==> config.mk <==
export PLATFORM = sky130hd
export DESIGN_NAME = ncor_regs
export DESIGN_NICKNAME = d
export VERILOG_FILES = /design/src/ncor_pkg.sv /design/src/ncor_div.sv /design/src/ncor_keycmp.sv /design/src/ncor_regs.sv
export SDC_FILE = /design/constraint.sdc
export NUM_CORES = 1
export LEC_CHECK = 0
export ABC_AREA = 1
export BUFFER_PORTS_ARGS = -buffer_cell sky130_fd_sc_hd__buf_4
export CELL_PAD_IN_SITES_DETAIL_PLACEMENT = 1
export CELL_PAD_IN_SITES_GLOBAL_PLACEMENT = 2
export CORE_MARGIN = 5
export CORE_UTILIZATION = 26
export CTS_BUF_LIST = sky130_fd_sc_hd__clkbuf_4 sky130_fd_sc_hd__clkbuf_8 sky130_fd_sc_hd__clkbuf_16
export DETAILED_ROUTE_END_ITERATION = 10
export GPL_TIMING_DRIVEN = 0
export PLACE_DENSITY = 0.89
export SLEW_MARGIN = 0
export SYNTH_ARGS = -nofsm -noshare
export SYNTH_HDL_FRONTEND = slang
export SYNTH_HIERARCHICAL = 1
export SYNTH_SLANG_ARGS = --single-unit
==> constraint.sdc <==
create_clock -name i_sys_clk -period 3.05 [get_ports i_sys_clk]
set_input_delay 0.61 -clock i_sys_clk [delete_from_list [all_inputs] [get_ports i_sys_clk]]
set_output_delay 0.61 -clock i_sys_clk [all_outputs]
set_load 0.1 [all_outputs]
==> src/ncor_pkg.sv <==
/*
  Package for the nonvolatile clock setup and option register block:
  register offsets, field positions, reset values and timing counts.
  Assumes an 8-bit register port with one-cycle strobes.
*/
package ncor_pkg;
  // ---------------------------------------------------------------
  // register map
  // ---------------------------------------------------------------
  localparam logic [3:0] OFS_CLOCK_SETUP   = 4'h0;
  localparam logic [3:0] OFS_OPTION_MIRROR = 4'h1;
  localparam logic [3:0] OFS_KEY_CTRL      = 4'h2; // bit 0 compare key write mode
  localparam logic [3:0] OFS_STATUS        = 4'h3; // block state
  localparam logic [3:0] OFS_KEY_DATA      = 4'h8; // eight key slots 8..F
  // ---------------------------------------------------------------
  // fields
  // ---------------------------------------------------------------
  localparam int BIT_LOADED    = 7;
  localparam int BIT_PRESCALE  = 6;
  localparam int RATIO_W       = 6;
  localparam int BIT_UNLOCK_EN = 7;
  localparam int BIT_REDIR_OFF = 6;
  localparam int BIT_LAYOUT    = 5;
  localparam logic [1:0] LOCK_UNSECURED = 2'h2;
  localparam logic [7:0] OPTION_USED_MASK = 8'hE3; // bits 4:2 read zero
  localparam logic [7:0] CLOCK_SETUP_RESET = 8'h00;
  localparam int KEY_BYTES = 8;
  // ---------------------------------------------------------------
  // timing
  // ---------------------------------------------------------------
  localparam int PRESCALE_DIV = 8;
  localparam logic [2:0] PRESCALE_LAST = 3'(PRESCALE_DIV - 1);
endpackage : ncor_pkg

==> src/ncor_div.sv <==
/*
  Programmable divider: emits a one-cycle pulse every (limit+1)
  enabled cycles. Assumes limit is stable while in use.
*/
`timescale 1ns/1ps
`default_nettype none
module ncor_div #(
  parameter int W = 6
) (
  input  wire logic         i_sys_clk,
  input  wire logic         i_rst_n,
  input  wire logic         i_run,
  input  wire logic         i_en,
  input  wire logic [W-1:0] i_limit,
  output logic              o_tick
);
  logic [W-1:0] cnt_q;

  // ---------------------------------------------------------------
  // counter, restarts while stopped so the first period is whole
  // ---------------------------------------------------------------
  always_ff @(posedge i_sys_clk) begin
    if (!i_rst_n || !i_run) begin
      cnt_q  <= '0;
      o_tick <= 1'b0;
    end else if (i_en) begin
      o_tick <= (cnt_q == i_limit);
      cnt_q  <= (cnt_q == i_limit) ? '0 : W'(cnt_q + 1'b1);
    end else begin
      o_tick <= 1'b0;
    end
  end
endmodule : ncor_div
`default_nettype wire

==> src/ncor_keycmp.sv <==
/*
  Backdoor key comparator: walks eight ordered key writes and flags
  a full match. Assumes stored key is stable after reset.
*/
`timescale 1ns/1ps
`default_nettype none
module ncor_keycmp (
  input  wire logic        i_sys_clk,
  input  wire logic        i_rst_n,
  input  wire logic        i_start,
  input  wire logic        i_wr,
  input  wire logic [2:0]  i_slot,
  input  wire logic [7:0]  i_data,
  input  wire logic [63:0] i_key,
  input  wire logic        i_finish,
  output logic             o_match
);
  import ncor_pkg::*;
  logic [3:0] idx_q;
  logic       ok_q;

  // ---------------------------------------------------------------
  // order and value tracking; an out-of-order write spoils the try
  // ---------------------------------------------------------------
  always_ff @(posedge i_sys_clk) begin
    if (!i_rst_n || i_start) begin
      idx_q <= 4'h0;
      ok_q  <= 1'b1;
    end else if (i_wr) begin
      if (idx_q[3] || (i_slot != idx_q[2:0]) ||
          (i_data != i_key[8*i_slot +: 8]))
        ok_q <= 1'b0;
      if (!idx_q[3])
        idx_q <= 4'(idx_q + 1'b1);
    end
  end

  // match pulse when the mode closes after all eight good bytes
  always_ff @(posedge i_sys_clk) begin
    if (!i_rst_n)
      o_match <= 1'b0;
    else
      o_match <= i_finish && ok_q && (idx_q == 4'(KEY_BYTES));
  end
endmodule : ncor_keycmp
`default_nettype wire

==> src/ncor_regs.sv <==
/*
  Clock setup and option mirror registers of the nonvolatile memory
  controller, with timing pulse generation, security state and the
  backdoor key path. Assumes the option byte and stored key are held
  stable by the array, and that a bus master sources one strobe at once.
*/
`timescale 1ns/1ps
`default_nettype none
module ncor_regs (
  input  wire logic        i_sys_clk,
  input  wire logic        i_rst_n,
  // register port
  input  wire logic [3:0]  i_addr,
  input  wire logic [7:0]  i_wdata,
  input  wire logic        i_wr,
  input  wire logic        i_rd,
  input  wire logic        i_bdm_access,
  output logic [7:0]       o_rdata,
  // nonvolatile sources
  input  wire logic [7:0]  i_nv_option_byte,
  input  wire logic [63:0] i_stored_unlock_key,
  input  wire logic        i_blank_check_ok,
  // memory access gate
  input  wire logic        i_mem_req,
  input  wire logic        i_mem_we,
  input  wire logic        i_mem_src_unsecured,
  input  wire logic [7:0]  i_mem_rdata,
  output logic             o_mem_we,
  output logic [7:0]       o_mem_rdata,
  // controller status
  input  wire logic        i_op_req,
  output logic             o_op_grant,
  output logic             o_op_refused,
  output logic             o_timing_pulse,
  output logic             o_secure,
  output logic             o_vector_redirect_on,
  output logic             o_eeprom_sector_layout,
  output logic             o_backdoor_unlock_enable
);
  import ncor_pkg::*;

  // ---------------------------------------------------------------
  // declarations
  // ---------------------------------------------------------------
  logic              clock_setting_loaded_q;
  logic              prescale_by_eight_q;
  logic [RATIO_W-1:0] ratio_q;
  logic [7:0]        nv_option_mirror_q;
  logic [1:0]        lock_state_code_q;
  logic              compare_key_write_mode_q;
  logic [2:0]        pre_cnt_q;
  logic              pre_tick;
  logic              div_in_en;
  logic              nv_timing_clock_tick;
  logic              key_match;
  logic              key_wr;
  logic              key_finish;
  logic              fw_wr;
  logic              unsecure_evt;

  // firmware writes only; debug-sourced writes never reach key logic
  assign fw_wr = i_wr && !i_bdm_access;

  // ---------------------------------------------------------------
  // clock setup register
  // ---------------------------------------------------------------
  // the flag doubles as the lock, so no later write can retune timing
  always_ff @(posedge i_sys_clk) begin
    if (!i_rst_n) begin
      clock_setting_loaded_q <= CLOCK_SETUP_RESET[BIT_LOADED];
      prescale_by_eight_q    <= CLOCK_SETUP_RESET[BIT_PRESCALE];
      ratio_q                <= CLOCK_SETUP_RESET[RATIO_W-1:0];
    end else if (i_wr && i_addr == OFS_CLOCK_SETUP && !clock_setting_loaded_q) begin
      clock_setting_loaded_q <= 1'b1;
      prescale_by_eight_q    <= i_wdata[BIT_PRESCALE];
      ratio_q                <= i_wdata[RATIO_W-1:0];
    end
  end

  // ---------------------------------------------------------------
  // timing clock: optional divide by eight, then ratio plus one
  // ---------------------------------------------------------------
  always_ff @(posedge i_sys_clk) begin
    if (!i_rst_n || !clock_setting_loaded_q) begin
      pre_cnt_q <= 3'h0;
    end else begin
      pre_cnt_q <= 3'(pre_cnt_q + 1'b1);
    end
  end

  assign pre_tick  = (pre_cnt_q == PRESCALE_LAST);
  assign div_in_en = prescale_by_eight_q ? pre_tick : 1'b1;

  // divider stays idle until setup is loaded, avoiding a bogus rate
  ncor_div #(
    .W (RATIO_W)
  ) u_div (
    .i_sys_clk (i_sys_clk),
    .i_rst_n   (i_rst_n),
    .i_run     (clock_setting_loaded_q),
    .i_en      (div_in_en),
    .i_limit   (ratio_q),
    .o_tick    (nv_timing_clock_tick)
  );

  // one timing clock cycle per pulse; sequencer counts whole pulses
  always_ff @(posedge i_sys_clk) begin
    if (!i_rst_n)
      o_timing_pulse <= 1'b0;
    else
      o_timing_pulse <= nv_timing_clock_tick;
  end

  // ---------------------------------------------------------------
  // erase and program permission
  // ---------------------------------------------------------------
  // rate range is software's duty; hardware only checks the flag
  always_ff @(posedge i_sys_clk) begin
    if (!i_rst_n) begin
      o_op_grant   <= 1'b0;
      o_op_refused <= 1'b0;
    end else begin
      o_op_grant   <= i_op_req && clock_setting_loaded_q;
      o_op_refused <= i_op_req && !clock_setting_loaded_q;
    end
  end

  // ---------------------------------------------------------------
  // option mirror and lock state
  // ---------------------------------------------------------------
  // capture is continuous during reset; bus writes have no path here
  always_ff @(posedge i_sys_clk) begin
    if (!i_rst_n)
      nv_option_mirror_q <= i_nv_option_byte & OPTION_USED_MASK;
  end

  assign unsecure_evt = (key_match && nv_option_mirror_q[BIT_UNLOCK_EN])
                        || i_blank_check_ok;

  // lock code follows the byte at reset and is forced open by events
  always_ff @(posedge i_sys_clk) begin
    if (!i_rst_n)
      lock_state_code_q <= i_nv_option_byte[1:0];
    else if (unsecure_evt)
      lock_state_code_q <= LOCK_UNSECURED;
  end

  // ---------------------------------------------------------------
  // backdoor key path
  // ---------------------------------------------------------------
  always_ff @(posedge i_sys_clk) begin
    if (!i_rst_n)
      compare_key_write_mode_q <= 1'b0;
    else if (fw_wr && i_addr == OFS_KEY_CTRL)
      compare_key_write_mode_q <= i_wdata[0];
  end

  assign key_wr     = fw_wr && compare_key_write_mode_q && i_addr[3];
  assign key_finish = fw_wr && i_addr == OFS_KEY_CTRL &&
                      compare_key_write_mode_q && !i_wdata[0];

  ncor_keycmp u_key (
    .i_sys_clk (i_sys_clk),
    .i_rst_n   (i_rst_n),
    .i_start   (fw_wr && i_addr == OFS_KEY_CTRL && i_wdata[0]),
    .i_wr      (key_wr),
    .i_slot    (i_addr[2:0]),
    .i_data    (i_wdata),
    .i_key     (i_stored_unlock_key),
    .i_finish  (key_finish),
    .o_match   (key_match)
  );

  // ---------------------------------------------------------------
  // secure memory gate
  // ---------------------------------------------------------------
  // blocked reads return zero rather than stale data, so nothing leaks
  always_ff @(posedge i_sys_clk) begin
    if (!i_rst_n) begin
      o_mem_we    <= 1'b0;
      o_mem_rdata <= 8'h00;
    end else begin
      o_mem_we    <= i_mem_req && i_mem_we &&
                     !(o_secure && i_mem_src_unsecured);
      o_mem_rdata <= (o_secure && i_mem_src_unsecured) ? 8'h00 : i_mem_rdata;
    end
  end

  // ---------------------------------------------------------------
  // decoded option outputs
  // ---------------------------------------------------------------
  always_ff @(posedge i_sys_clk) begin
    if (!i_rst_n) begin
      o_secure                 <= 1'b1;
      o_vector_redirect_on     <= 1'b0;
      o_eeprom_sector_layout   <= 1'b0;
      o_backdoor_unlock_enable <= 1'b0;
    end else begin
      o_secure                 <= (lock_state_code_q != LOCK_UNSECURED) && !unsecure_evt;
      o_vector_redirect_on     <= !nv_option_mirror_q[BIT_REDIR_OFF];
      o_eeprom_sector_layout   <= nv_option_mirror_q[BIT_LAYOUT];
      o_backdoor_unlock_enable <= nv_option_mirror_q[BIT_UNLOCK_EN];
    end
  end

  // ---------------------------------------------------------------
  // read port, data valid the cycle after the strobe
  // ---------------------------------------------------------------
  always_ff @(posedge i_sys_clk) begin
    if (!i_rst_n) begin
      o_rdata <= 8'h00;
    end else if (i_rd) begin
      case (i_addr)
        OFS_CLOCK_SETUP:   o_rdata <= {clock_setting_loaded_q, prescale_by_eight_q, ratio_q};
        OFS_OPTION_MIRROR: o_rdata <= {nv_option_mirror_q[7:2], lock_state_code_q};
        OFS_KEY_CTRL:      o_rdata <= {7'h00, compare_key_write_mode_q};
        OFS_STATUS:        o_rdata <= {6'h00, o_secure, clock_setting_loaded_q};
        default:           o_rdata <= 8'h00; // key slots read zero
      endcase
    end else begin
      o_rdata <= 8'h00;
    end
  end
endmodule : ncor_regs
`default_nettype wire

# == Word level (Yosys, flattened, before mapping) ==
# Index checks and enable logic that the tools add are counted.
# totals
ff_bits,56
inputBits,102
# op_classes
n_addsub,3
eq_ne,10
shift,1
muxes,6
bitwise_logic,3
reduce_logical,36
# op_table
cell,count
64-bit by 7-bit variable part select with 8-bit output,1
8-bit one-hot mux with 4 select lines,1
1-bit logical AND,18
4-bit by 2-bit equality test with 1-bit output (second input constant),2
8-bit != test,1
1-bit zero test,7
6-bit by 1-bit adder with 6-bit output (second input constant),1
6-bit equality test,1
6-bit two-way mux,1
2-bit AND reduction,3
1-bit logical OR,5
4-bit by 1-bit adder with 4-bit output (second input constant),1
4-bit by 1-bit equality test with 1-bit output (second input constant),1
4-bit equality test (second input constant),1
4-bit zero test,1
2-bit two-way mux,2
4-bit two-way mux,1
2-bit OR reduction,2
3-bit by 1-bit adder with 3-bit output (second input constant),1
3-bit equality test (second input constant),1
3-bit != test,1
1-bit inverter,3
2-bit by 1-bit != test with 1-bit output (second input constant),1
2-bit != test (second input constant),1
1-bit two-way mux,1

# == Depth between registers and ports, before layout ==
# logic_depth
word_depth,7
depth_mapped,15
ltp_nobuf,14

# == Cells and area by module ==
# The synthesis kept the hierarchy.
# modules_own_cells
module,instances,cells_each,area_each_um2
ncor_regs,1,176,1491.4
ncor_keycmp,1,260,1226.2
ncor_div,1,68,437.9

# == Worst setup path before layout ==
# OpenSTA, ideal clock, no wires.
# synth_timing
path_type,input to register
startpoint,in i_addr[1]
endpoint,reg u_key.ok_q
setup_ns,0.058
t_arrival_ns,1.625
setup_slack_ns,1.367
path_stages,13
n_path_buf,2
path_cell_list,buf_4 > inv_2 > buf_6 > o21ai_1 > a21oi_1 > nand2_1 > a21oi_1 > nand2_1 > nor2_1 > nand3_1 > nand2_1 > nand2_1 > nand2_1
# synth_between
elab_chain_cells,4
elab_cells_between_ends,10
cone_classes,3 x eq/ne; 1 x shift; 6 x reduce/logical
# synth_lines
element,line,text
from (decl),ncor_regs.sv:13,"input wire logic [3:0] i_addr,"
64-bit by 7-bit variable part select with 8-bit output (tied with other cells),ncor_keycmp.sv:31,(i_data != i_key[8*i_slot +: 8]))
8-bit != test (tied with other cells),ncor_keycmp.sv:31,
1-bit logical OR or 1-bit logical AND (tied branches),"ncor_keycmp.sv:30, ncor_regs.sv:165",
2-bit AND reduction (no line) or 1-bit logical OR (tied branches),--,
to (signal assigned),ncor_keycmp.sv:28,ok_q <= 1'b1;
to (signal assigned),ncor_keycmp.sv:32,ok_q <= 1'b0;
to (decl),ncor_keycmp.sv:20,logic ok_q;
# Parallel ways exist; a longest one is shown, timed or not.
# A chain may end at the register's enable or synchronous reset.

# == Worst setup path after layout ==
# layout_timing
startpoint,in i_addr[2]
endpoint,reg u_key.ok_q
# The elaborated chain is that of the path after synthesis.

==> impl_metrics.py <==
metrics = {
    "cts": {
        "cts_sinks": 54,
        "cts_max_path_buffers": 2,
        "path_clk_slew_ns": 0.08,
        "ctsHoldBuffers": 0,
        "cts_root_buf": "clkbuf_16",
        "postCtsSetupBuffers": 0,
        "htreeDepth": 2,
        "cts_buffers": 5,
        "tritoncts": "built",
        "cts-resized-gates": 0,
        "insertion_delay_ns": 0.29,
    },
    "cells_and_area": {
        "num-fill-cells": 1570,
        "layoutNonFillerInstCount": 781,
        "insertedDiodeCount": 0,
        "nets": 740,
        "fin_area_um2": 4429,
        "drive_gt1_share_pct": 26.18,
        "area_growth_pct": 40.36,
    },
    "global_route": {
        "grt_pass1_vias": 3570,
        "grt_usage_pct": 14.64,
        "grt_antenna_before_repair": 0,
        "grt_pass1_wl_um": 17260,
        "grt_overflow_total": 0,
        "grt_max_degree": 19,
    },
    "setup_path": {
        "critical_path.startpoint": "i_addr[2]",
        "cp_max_fo": 10,
        "crit_arrival_ns": 2.11,
        "cp.required_ns": 3.24,
        "worst_setup_path_start_kind": "input port",
        "crit_family": "buffers and inverters",
        "cpMaxStageDelayCell": "clkinv_1",
        "r2r_cells": 11,
        "critPathCaptureType": "register",
        "rrSetupSlack_ns": 1.49,
        "cp_slowest_stage_delay_ns": 0.39,
        "crit_buf_inv": 4,
        "path_cells": "buf_4 > buf_2 > clkinv_1 > nand3_1 > nand3_1 > nand2_1 > inv_1 > nand2_1 > nor2_1 > nand3_1 > nand2_1 > nand2_1 > nand2_1",
        "path_depth": 13,
        "rr_startpoint": "pre_cnt_q[0]$_SDFF_PP0_",
        "reg2reg_to": "u_div/cnt_q[5]$_SDFFE_PP0P_",
        "endpoint": "u_key/ok_q$_SDFFE_PP1P_",
        "crit_type": "in -> reg",
        "worst_path_most_repeated_cell": "nand2_1",
    },
    "sta": {
        "setup_viol": 0,
        "drv_slew": 0,
        "skew_ns": 0.007011,
        "rsz0062_at_grt": "false",
        "max_freq_mhz": 518.9,
        "maxSlewHeadroom_pct": 66.82,
        "period_share_pct": 63.19,
        "holdWs_ns": 0.4193,
        "setup_tns_ns": 0,
        "worst_pin_slew_ns": 0.4977,
        "fin_crit_ns": 1.927,
        "hold_violations": 0,
    },
    "floorplan": {
        "rows": 40,
        "start_util_pct": 26.38,
        "die_y_um": 120.2,
        "die_x_um": 120.2,
        "coreArea_um2": 11960,
        "io_pins": 126,
        "fp.dieArea_um2": 14440,
    },
    "yosys": {
        "yosysUniqueCellTypes": 30,
        "yosysTopAreaCell": "dfxtp_1",
        "yosysTopAreaCellShare_pct": 31.09,
        "postSynthCellCount": 504,
        "ys.flop_type": "dfxtp_1",
        "ys_top_cells_by_area": "dfxtp_1 31%, nand2_1 17%, inv_1 12%",
        "synth_area_um2": 3156,
        "ys_warn_count": 6,
        "syn-num-nets": 611,
        "synth_common_cells": "142 x nand2_1, 98 x inv_1, 61 x nor2_1, 54 x nand3_1, 49 x dfxtp_1",
        "synth_edf_count": 5,
        "avgSynthCellArea_um2": 6.261,
        "ys_seq_area_share_pct": 35.84,
        "yosys_register_bits": 54,
        "yosys.cell_count.top_type": "nand2_1",
        "async_flop_share_pct": 0,
    },
    "min_path": {
        "min_from": "u_div/o_tick$_SDFF_PP0_",
        "worstHoldPathType": "reg -> reg",
        "min_path_cells": 2,
    },
    "drt": {
        "vias": 3380,
        "viasPerCell": 4.328,
        "ant_nets": 0,
        "first_pass_iters": 4,
        "route.detailed.drc": 0,
        "dr.first_iter.drc_count": 153,
        "wl_per_cell_um": 13.68,
        "wl_um": 10690,
    },
    "run": {
        "maxCapViolations": 0,
    },
    "placement": {
        "dpl.hpwl_um": 8743,
        "io_buffers": 122,
        "postPlaceCellArea_um2": 4255,
        "dp.cells": 773,
        "place_congestion": 0.7638,
    },
    "pwr": {
        "p_leak_nw": 2.367,
        "ir_worst_vdd_mv": 0.2242,
        "power-per-cell-area_nw_per_um2": 410.0,
    },
    "outcome": {
        "outcome": "complete, no violations",
    },
}
[cell usage in the layout (no fill, tap or decap), types with 2 or more instances in the layout]
| cell | netlist | final |
|---|---|---|
| a21oi_1 | 17 | 17 |
| buf_2 | 5 | 5 |
| buf_4 | 2 | 124 |
| buf_6 | 6 | 6 |
| clkbuf_16 | 0 | 5 |
| dfxtp_1 | 49 | 49 |
| edfxtp_1 | 5 | 5 |
| ha_1 | 5 | 5 |
| inv_1 | 98 | 98 |
| inv_2 | 4 | 4 |
| nand2_1 | 142 | 142 |
| nand2_2 | 4 | 4 |
| nand3_1 | 54 | 54 |
| nand4_1 | 4 | 4 |
| nor2_1 | 61 | 61 |
| nor2_2 | 8 | 8 |
| nor2_4 | 3 | 3 |
| nor3_1 | 5 | 5 |
| o21ai_0 | 13 | 13 |
| o21ai_1 | 6 | 6 |
| xnor2_1 | 2 | 2 |
| xor2_1 | 2 | 2 |
[registers in the layout, summed over array words and instances (netlist names), 2 cells and up]
name and count:
lock_state_code_q 2, nv_option_mirror_q 3, o_mem_rdata 8, o_rdata 8
pre_cnt_q 3, ratio_q 6, u_div/cnt_q 6, u_key/idx_q 4
[cell families after synthesis]
logic type               share of synthesized area, %
buffers and inverters                           15.78
flip-flops                                      35.84
adder cells (fa/ha/maj)                         1.983
AO/OA/AOI/OAI                                   6.186
XOR/XNOR                                        1.110
AND/OR/NAND/NOR                                 39.10
[final cells by class]
class,count,area [um2],share of cell area (%)
clock inverter,3,48.80,1.102
multi-input combinational,333,1526,34.46
tap,147,183.9,4.153
clock buffer,5,125.1,2.825
inverter,103,386.6,8.729
buffer,14,111.4,2.514
timing repair buffer,122,915.9,20.68
sequential,54,1131,25.54
[routing by layer]
metal / GRT usage, % / share of wire, % / vias to the layer above
met3: 2.686 / 4.7 / 7
met4: 2.720 / 0.91 / 0
li1: - / - / 1779
met5: 0 / 0 / -
met2: 27.57 / 52 / 76
met1: 17.29 / 43 / 1518
[power by group]
part           switching [mW]  internal (mW)  total [mW]
clock network           0.277          0.394       0.670
logic                   0.241          0.160       0.401
registers             0.00998          0.735       0.745
[how the worst min path moves through the flow]
stage	endpoint	slack (ns)
4_1_cts	o_timing_pulse$_SDFF_PN0_	0.42
5_1_grt	pre_cnt_q[0]$_SDFF_PP0_	0.43
3_5_place_dp	o_timing_pulse$_SDFF_PN0_	0.41
2_1_floorplan	o_timing_pulse$_SDFF_PN0_	0.39
3_3_place_gp	o_timing_pulse$_SDFF_PN0_	0.40
6_report	o_timing_pulse$_SDFF_PN0_	0.42
[tightest hold or removal path, cell delays in order (launching register included)]
cell and delay [ns]:
dfxtp_1 0.31, nand2_1 0.05, inv_1 0.04
[metrics by stage]
step / util, % / power [mW] / worst slack (ns)
final: 37.03 / 1.816 / 1.123
after global routing: 37.03 / 1.905 / 0.9531
after CTS: 37.03 / 1.841 / 1.106
after detailed placement: 35.58 / 1.166 / 0.7965
after global placement: 35.58 / 1.159 / 0.7690
after floorplan: - / 0.9935 / 1.367
No activity file was read; power rests on OpenSTA's default activity.
